File: config.mk
export PLATFORM = sky130hd
export DESIGN_NAME = gtcc_core
export DESIGN_NICKNAME = d
export VERILOG_FILES = /design/src/verilog/gtcc_pkg.sv /design/src/verilog/gtcc_ext_edge.sv /design/src/verilog/gtcc_core.sv
export SDC_FILE = /design/constraint.sdc
export NUM_CORES = 1
export LEC_CHECK = 0
export CAP_MARGIN = 40
export CORE_MARGIN = 10
export CORE_UTILIZATION = 65
export CTS_CLUSTER_DIAMETER = 200
export DETAILED_ROUTE_END_ITERATION = 6
export DONT_BUFFER_PORTS = 1
export PLACE_DENSITY = 0.88
export SETUP_SLACK_MARGIN = 0.3
export SLEW_MARGIN = 20
export SYNTH_ARGS = -nofsm -noshare
export SYNTH_HDL_FRONTEND = slang
export SYNTH_SLANG_ARGS = --single-unit
File: constraint.sdc
create_clock -name pclk -period 3.1 [get_ports pclk]
set_clock_uncertainty 0.2 [all_clocks]
set_input_delay 0.31 -clock pclk [delete_from_list [all_inputs] [get_ports pclk]]
set_output_delay 0.31 -clock pclk [all_outputs]
set_load 0.05 [all_outputs]
File: src/verilog/gtcc_pkg.sv
// Shared constants of the gated 16-bit timer/counter core
package gtcc_pkg;

    // Register byte offsets on the APB
    localparam logic [7:0] OFS_CNT_LO = 8'h00;
    localparam logic [7:0] OFS_CNT_HI = 8'h04;
    localparam logic [7:0] OFS_CTRL = 8'h08;
    localparam logic [7:0] OFS_GATE = 8'h0C;
    localparam logic [7:0] OFS_CSEL = 8'h10;
    localparam logic [7:0] OFS_STAT = 8'h14;
    localparam logic [7:0] OFS_IEN = 8'h18;
    localparam logic [7:0] OFS_ICLR = 8'h1C;

    // Field positions of counter_control_reg
    localparam int CTRL_ON_BIT = 0;
    localparam int CTRL_NOSYNC_BIT = 2;
    localparam int CTRL_PS_LSB = 4;

    // Field positions of gate_control_reg
    localparam int GATE_EN_BIT = 7;
    localparam int GATE_POL_BIT = 6;
    localparam int GATE_VAL_BIT = 2;

    // Field position of the overflow event in status, enable and clear
    localparam int IRQ_OVF_BIT = 0;

    // Codes of count_clock_select; code 3 selects nothing
    localparam logic [1:0] CSEL_INSTR = 2'h0;
    localparam logic [1:0] CSEL_FOSC = 2'h1;
    localparam logic [1:0] CSEL_EXT = 2'h2;

    // Reset values and the count maximum
    localparam logic [15:0] CNT_RST = 16'h0000;
    localparam logic [15:0] CNT_MAX = 16'hFFFF;
    localparam logic [1:0] PS_RST = 2'h0;
    localparam logic [1:0] CSEL_RST = 2'h0;

    // Oscillator clocks per instruction cycle
    localparam int INSTR_DIV = 4;
    localparam logic [1:0] PHASE_LAST = 2'(INSTR_DIV - 1);

endpackage

File: src/verilog/gtcc_ext_edge.sv
// External count input conditioner: optional synchroniser and armed rise detect
`timescale 1ns/100ps
module gtcc_ext_edge
    import gtcc_pkg::*;
(
    input wire logic pclk,         // Core clock
    input wire logic presetn,      // Asynchronous reset, active low
    input wire logic ext_in,       // external_count_input level
    input wire logic bypass_sync,  // High: take the input unsynchronised
    input wire logic rearm,        // Forget any seen falling edge
    output logic rise              // Armed rising edge, one cycle
);

    typedef struct packed {
        logic meta;
        logic stage;
        logic prev;
        logic armed;
    } gtcc_edge_t;

    gtcc_edge_t s_reg;
    gtcc_edge_t s_next;
    logic level;

    // Next state and edge decode
    always_comb begin
        s_next = s_reg;
        s_next.meta = ext_in;
        s_next.stage = s_reg.meta;
        level = bypass_sync ? ext_in : s_reg.stage;
        s_next.prev = level;
        if (rearm) begin
            s_next.armed = 1'b0;
        end else if (s_reg.prev && !level) begin
            s_next.armed = 1'b1;
        end
        rise = s_reg.armed && !s_reg.prev && level && !rearm;
    end

    // State register
    always_ff @(posedge pclk or negedge presetn) begin
        if (!presetn) begin
            s_reg <= '0;
        end else begin
            s_reg <= s_next;
        end
    end
endmodule

File: src/verilog/gtcc_core.sv
// Gated 16-bit timer/counter core with APB registers and overflow interrupt
// Behaviour
// - 16-bit counter, byte writes update it directly
// - internal source times, external source counts edges
// - on and gate enable decide counting
// - clock-select register picks the only count source
// - oscillator source adds four per instruction cycle
// - asynchronous gate sources may feed the gate
// - external input counts rising edges, sync selectable
// - count a rise only after a fall
// - prescaler divides by 1, 2, 4 or 8
// - prescaler hidden, cleared by count byte writes
// - sync bit set bypasses input synchroniser
// - asynchronous external counting continues in sleep
// - mode switch may lose or add one
// - wrap all-ones to zero, set overflow flag
// - gated mode counts only at matching level
//
// Added by the designer: the placing of the registers and the APB interface to the registers.
`timescale 1ns/100ps
module gtcc_core
    import gtcc_pkg::*;
(
    input wire logic pclk,          // Core oscillator clock, 10 MHz
    input wire logic presetn,       // Asynchronous reset, active low
    input wire logic psel,          // APB select
    input wire logic penable,       // APB access phase
    input wire logic pwrite,        // APB write
    input wire logic [7:0] paddr,   // APB byte address
    input wire logic [31:0] pwdata, // APB write data
    output logic [31:0] prdata,     // APB read data
    output logic pready,            // APB ready
    output logic pslverr,           // APB error on unmapped address
    input wire logic ext_in,        // external_count_input pin
    input wire logic gate_in,       // Gate signal, possibly asynchronous
    input wire logic sleep,         // Core in sleep, internal clocks stopped
    output logic irq                // Interrupt level
);

    typedef struct packed {
        logic [15:0] cnt;
        logic [2:0] psc;
        logic [1:0] phase;
        logic ext_pend;
        logic on;
        logic nosync;
        logic [1:0] ps;
        logic gen;
        logic gate_polarity;
        logic [1:0] csel;
        logic ovf;
        logic ien;
        logic pready;
        logic pslverr;
        logic [31:0] prdata;
        logic irq;
    } gtcc_state_t;

    gtcc_state_t s_reg;
    gtcc_state_t s_next;

    logic setup;
    logic wr;
    logic cnt_wr;
    logic ext_rise;
    logic instr_tick;
    logic src_tick;
    logic gate_ok;
    logic run;
    logic adv;
    logic ovf_set;
    logic [2:0] ps_mask;
    logic [31:0] rd;
    logic mapped;

    // prescale select to mask of prescaler bits
    function automatic logic [2:0] ps_to_mask(input logic [1:0] ps);
        logic [2:0] m;
        case (ps)
            2'h0: m = 3'h0;
            2'h1: m = 3'h1;
            2'h2: m = 3'h3;
            default: m = 3'h7;
        endcase
        return m;
    endfunction

    // Counting stops and edge arming is lost while off or after a count write
    gtcc_ext_edge u_edge (
        .pclk(pclk),
        .presetn(presetn),
        .ext_in(ext_in),
        .bypass_sync(s_reg.nosync),
        .rearm(cnt_wr || !s_reg.on),
        .rise(ext_rise)
    );

    // Bus decode: a write lands only in the access cycle with pready high
    always_comb begin
        setup = psel && !penable;
        wr = psel && penable && s_reg.pready && pwrite;
        // either count byte write resets the prescaler
        cnt_wr = wr && ((paddr == OFS_CNT_LO) || (paddr == OFS_CNT_HI));
    end

    // Count source, gate and advance decision
    always_comb begin
        instr_tick = !sleep && (s_reg.phase == PHASE_LAST);
        // only the selected source drives the prescaler
        case (s_reg.csel)
            // timer mode, one count per instruction cycle
            CSEL_INSTR: src_tick = instr_tick;
            // every oscillator clock, four per instruction cycle
            CSEL_FOSC: src_tick = !sleep;
            // external rising edges, held for the instruction tick if synced
            CSEL_EXT: src_tick = s_reg.nosync ? ext_rise : (instr_tick && s_reg.ext_pend);
            default: src_tick = 1'b0;
        endcase
        // unsynchronised external edges count even in sleep
        if (sleep && !(s_reg.csel == CSEL_EXT && s_reg.nosync)) begin
            src_tick = 1'b0;
        end
        // asynchronous gate source taken without resync, keeps full resolution
        // gated mode compares the gate with its polarity
        gate_ok = !s_reg.gen || (gate_in == s_reg.gate_polarity);
        // on bit first, then the gate enable
        run = s_reg.on && gate_ok;
        ps_mask = ps_to_mask(s_reg.ps);
        // advance once the selected prescaler bits are all ones
        adv = run && src_tick && ((s_reg.psc & ps_mask) == ps_mask) && !cnt_wr;
        ovf_set = adv && (s_reg.cnt == CNT_MAX);
    end

    // Read mux; write-only clear register reads zero
    always_comb begin
        rd = '0;
        mapped = 1'b1;
        case (paddr)
            OFS_CNT_LO: rd[7:0] = s_reg.cnt[7:0];
            OFS_CNT_HI: rd[7:0] = s_reg.cnt[15:8];
            OFS_CTRL: begin
                rd[CTRL_ON_BIT] = s_reg.on;
                rd[CTRL_NOSYNC_BIT] = s_reg.nosync;
                rd[CTRL_PS_LSB +: 2] = s_reg.ps;
            end
            OFS_GATE: begin
                rd[GATE_EN_BIT] = s_reg.gen;
                rd[GATE_POL_BIT] = s_reg.gate_polarity;
                rd[GATE_VAL_BIT] = gate_in == s_reg.gate_polarity;
            end
            OFS_CSEL: rd[1:0] = s_reg.csel;
            OFS_STAT: rd[IRQ_OVF_BIT] = s_reg.ovf;
            OFS_IEN: rd[IRQ_OVF_BIT] = s_reg.ien;
            OFS_ICLR: rd = '0;
            default: mapped = 1'b0;
        endcase
    end

    // Next state
    always_comb begin
        s_next = s_reg;
        s_next.phase = 2'(s_reg.phase + 2'h1);
        // synced edges wait for the instruction tick, so at most one per cycle
        if (!s_reg.on || s_reg.nosync || cnt_wr) begin
            s_next.ext_pend = 1'b0;
        end else if (ext_rise) begin
            s_next.ext_pend = 1'b1;
        end else if (instr_tick) begin
            s_next.ext_pend = 1'b0;
        end
        // prescaler runs on every gated source tick
        if (cnt_wr) begin
            s_next.psc = 3'h0;
        end else if (run && src_tick) begin
            s_next.psc = 3'(s_reg.psc + 3'h1);
        end
        // plain increment wraps FFFF to 0000
        if (adv) begin
            s_next.cnt = 16'(s_reg.cnt + 16'h0001);
        end
        // Register writes; a count write beats a same-cycle increment
        if (wr) begin
            case (paddr)
                // byte writes go straight into the live counter
                OFS_CNT_LO: s_next.cnt[7:0] = pwdata[7:0];
                OFS_CNT_HI: s_next.cnt[15:8] = pwdata[7:0];
                OFS_CTRL: begin
                    s_next.on = pwdata[CTRL_ON_BIT];
                    // switching sync mode may gain or drop one edge
                    s_next.nosync = pwdata[CTRL_NOSYNC_BIT];
                    s_next.ps = pwdata[CTRL_PS_LSB +: 2];
                end
                OFS_GATE: begin
                    s_next.gen = pwdata[GATE_EN_BIT];
                    s_next.gate_polarity = pwdata[GATE_POL_BIT];
                end
                OFS_CSEL: s_next.csel = pwdata[1:0];
                OFS_IEN: s_next.ien = pwdata[IRQ_OVF_BIT];
                default: s_next.csel = s_next.csel;
            endcase
        end
        // overflow sticky; a new overflow wins over the clear
        if (wr && paddr == OFS_ICLR && pwdata[IRQ_OVF_BIT]) begin
            s_next.ovf = 1'b0;
        end
        if (ovf_set) begin
            s_next.ovf = 1'b1;
        end
        // Answer one cycle after setup; data sampled at the setup edge
        s_next.pready = setup;
        s_next.pslverr = setup && !mapped;
        if (setup) begin
            s_next.prdata = pwrite ? 32'h0000_0000 : rd;
        end
        // the level wakes the core; it is registered on pclk at the same edge as the flag
        s_next.irq = s_next.ovf && s_next.ien;
    end

    // State register
    always_ff @(posedge pclk or negedge presetn) begin
        if (!presetn) begin
            s_reg <= '0;
            s_reg.cnt <= CNT_RST;
            s_reg.ps <= PS_RST;
            s_reg.csel <= CSEL_RST;
        end else begin
            s_reg <= s_next;
        end
    end

    // Outputs straight from the state register
    always_comb begin
        prdata = s_reg.prdata;
        pready = s_reg.pready;
        pslverr = s_reg.pslverr;
        irq = s_reg.irq;
    end
endmodule

==> flow_summary_export.csv <==
group,metric,value,unit
run_status,outcome,"complete, no violations",
worst_setup_path,r2r_slack,810,ps
worst_setup_path,arrival,2260,ps
clocking,post_cts_buffers,0,
cells_and_area,diodes,0,
worst_setup_path,r2r-start,"s_reg[43]",
worst_setup_path,crit_path_max_fanout,15,
worst_setup_path,max_stage_delay,470,ps
global_route,grt_max_degree,48,
global_route,antenna_found_initial,0,
clocking,clk_latency,290,ps
placement,io_buffers,0,
placement,place_hpwl,4870,um
synthesis,ys_types,49,
hold_path,hold_depth,3,
power_and_ir_drop,ir_worst_vdd,300,uV
global_route,gr-usage-all-layers,0.177,
die,pin_count,83,
synthesis,synthCells,305,
cells_and_area,fillers,337,
worst_setup_path,cp_cell_sequence,"mux2i_1 -> nor3b_4 -> a31oi_4 -> buf_4 -> nor4_2 -> xnor2_1 -> o21ai_1",
sta,slew_viol_final,0,
worst_setup_path,r2r_cells,7,
worst_setup_path,worstSetupStartpointType,"flip-flop",
clocking,h-tree-depth,2,
sta,max_freq,0.437,GHz
cells_and_area,fin_nets,363,
power_and_ir_drop,power_density,359,nW/um^2
die,die_area,7590,um^2
power_and_ir_drop,leakage,1.25,nW
synthesis,synth_seq_area_share,0.402,
sta,rsz0062_at_grt,"no",
worst_setup_path,crit_type,"flip-flop to flip-flop",
synthesis,synth_seq_cells,47,
routing,avgViaCountPerCell,6.02,
worst_setup_path,end_kind,"flip-flop",
cells_and_area,area_delta_synth_final,4.62,%
clocking,numClockSinks,47,
sta,finalSetupViolations,0,
worst_setup_path,r2r-end,"s_reg[61]",
synthesis,synth-edff-count,0,
routing,ant_nets,0,
cells_and_area,largest_register_ffs,32,
sta,finalCriticalPeriod,2290,ps
global_route,grt_pass1_wl,10800,um
clocking,cts_max_path_buffers,2,
sta,finalHoldViolCount,0,
cells_and_area,design_area,3060,um^2
die,dieHeight,87.1,um
global_route,grt_overflow,0,
sta,worst_pin_slew,667,ps
clocking,cts_root_buf,"clkbuf_8",
run,cap_violations,0,
routing,post_drt_wl_per_cell,18.1,um
clocking,clk_pin_slew,80,ps
cells_and_area,drive_gt1_frac,0.125,
clocking,cts_buffers,5,
die,core_area,4350,um^2
sta,min_period_over_period,0.738,
synthesis,postSynthAreaPerCell,9.60,um^2
sta,fin_setup_tns,0,ps
worst_setup_path,slowest_stage,"dfrtp_1",
routing,drt-total-wl,6610,um
hold_path,min_path_type,"input port to flip-flop",
worst_setup_path,cp_data_required_time,3070,ps
synthesis,synth_area,2930,um^2
synthesis,async_flop_share,1.00,
die,initial_core_util,0.672,
sta,slew-limit-headroom,0.551,
cells_and_area,final_util,0.703,
clocking,cts_tree,"done",
die,die_w,87.1,um
routing,drt-pass1-iter-count,4,
synthesis,synth_warnings,0,
synthesis,synthFlopType,"dfrtp_1",
placement,gp_congestion,0.926,
placement,post_dp_cell_area,2830,um^2
hold_path,holdPathEnd,"prdata[2]",
die,rows,24,
routing,vias,2199,
routing,drc,0,
global_route,grt_pass1_vias,2266,
hold_path,hp-start,"pwrite",
routing,drt_iter0_drc,196,
cells by family after synthesis:
logic type / share of synthesized area
buffers and inverters: 0.106
XOR/XNOR: 0.0449
multiplexers: 0.0834
flip-flops: 0.402
adder cells (fa/ha/maj): 0.0128
AO/OA/AOI/OAI: 0.0979
other: 0.00128
AND/OR/NAND/NOR: 0.252
final cells by class:
cell class | instances | area [um^2] | area share
timing repair buffer | 19 | 193 | 0.0629
clock buffer | 7 | 76.3 | 0.0249
inverter | 5 | 18.8 | 0.00613
sequential | 47 | 1180 | 0.384
multi-input combinational | 234 | 1530 | 0.499
clock inverter | 1 | 5.00 | 0.00163
tap | 52 | 65.1 | 0.0213
cell usage after synthesis, types with 4 or more instances:
cell	instances	area share
a21oi_1	7	0.012
and3_1	4	0.0085
buf_4	33	0.085
clkbuf_1	5	0.0064
dfrtp_1	47	0.40
inv_1	5	0.0064
mux2_2	9	0.035
mux2i_1	12	0.041
nand2_1	42	0.054
nand2b_1	5	0.011
nand3_1	8	0.014
nand4_1	6	0.013
nor2_1	22	0.028
nor2b_1	5	0.011
nor3_1	6	0.010
nor4_2	6	0.026
o21ai_0	16	0.027
o21ai_1	10	0.017
xnor2_1	15	0.045
worst max path at each step:
stage / start / to / cells after the start
detailed placement: s_reg[43] / irq / 7
floorplan: pready / s_reg[50] / 6
finish: s_reg[43] / s_reg[61] / 7
global placement: s_reg[43] / s_reg[52] / 7
global route: s_reg[43] / s_reg[52] / 7
CTS: s_reg[43] / s_reg[61] / 7
critical path, delay by kind of cell, from the launching register on:
kind / cells / cell delay [ps]
multiplexers: 1 / 210
buffers and inverters: 1 / 230
flip-flops: 1 / 470
XOR/XNOR: 1 / 200
AO/OA/AOI/OAI: 2 / 210
AND/OR/NAND/NOR: 2 / 640
per-layer routing:
layer  wire length, um  up-vias  part of all wire  GRT usage
li1                  -     1026                 -          -
met1              2580     1060              0.39      0.199
met2              3310       99              0.50      0.304
met3               594       14             0.090     0.0562
met4               129        0             0.020     0.0696
met5                 0        -                 0          0
cells in the final DEF, fill, tap and decap left out, types with 8 or more instances in the layout:
| master | count |
|---|---|
| conb_1 | 24 |
| dfrtp_1 | 47 |
| dlygate4sd3_1 | 12 |
| mux2_2 | 9 |
| mux2i_1 | 12 |
| nand2_1 | 42 |
| nand3_1 | 8 |
| nor2_1 | 22 |
| o21ai_0 | 16 |
| o21ai_1 | 10 |
| xnor2_1 | 15 |
what timing repair did:
item	4_1_cts	5_1_grt
gates resized for setup	0	0
hold buffers	13	0
endpoints found under the hold margin	77	0
stage by stage:
stage / setup slack (ps) / std cells / hold WS (ps) / power [mW]
final: 811 / 365 / 26.0 / 1.10
after global routing: 648 / 365 / 25.5 / 1.14
after CTS: 828 / 365 / 23.6 / 1.11
after detailed placement: 858 / 344 / -184 / 0.725
after global placement: 875 / 344 / -184 / 0.725
after floorplan: 860 / 328 / -186 / 0.750
power by group:
part / internal, mW / switching [mW]
Sequential: 0.617 / 0.00660
Clock: 0.159 / 0.193
Combinational: 0.0260 / 0.0970
No activity file was read; power rests on OpenSTA's default activity.
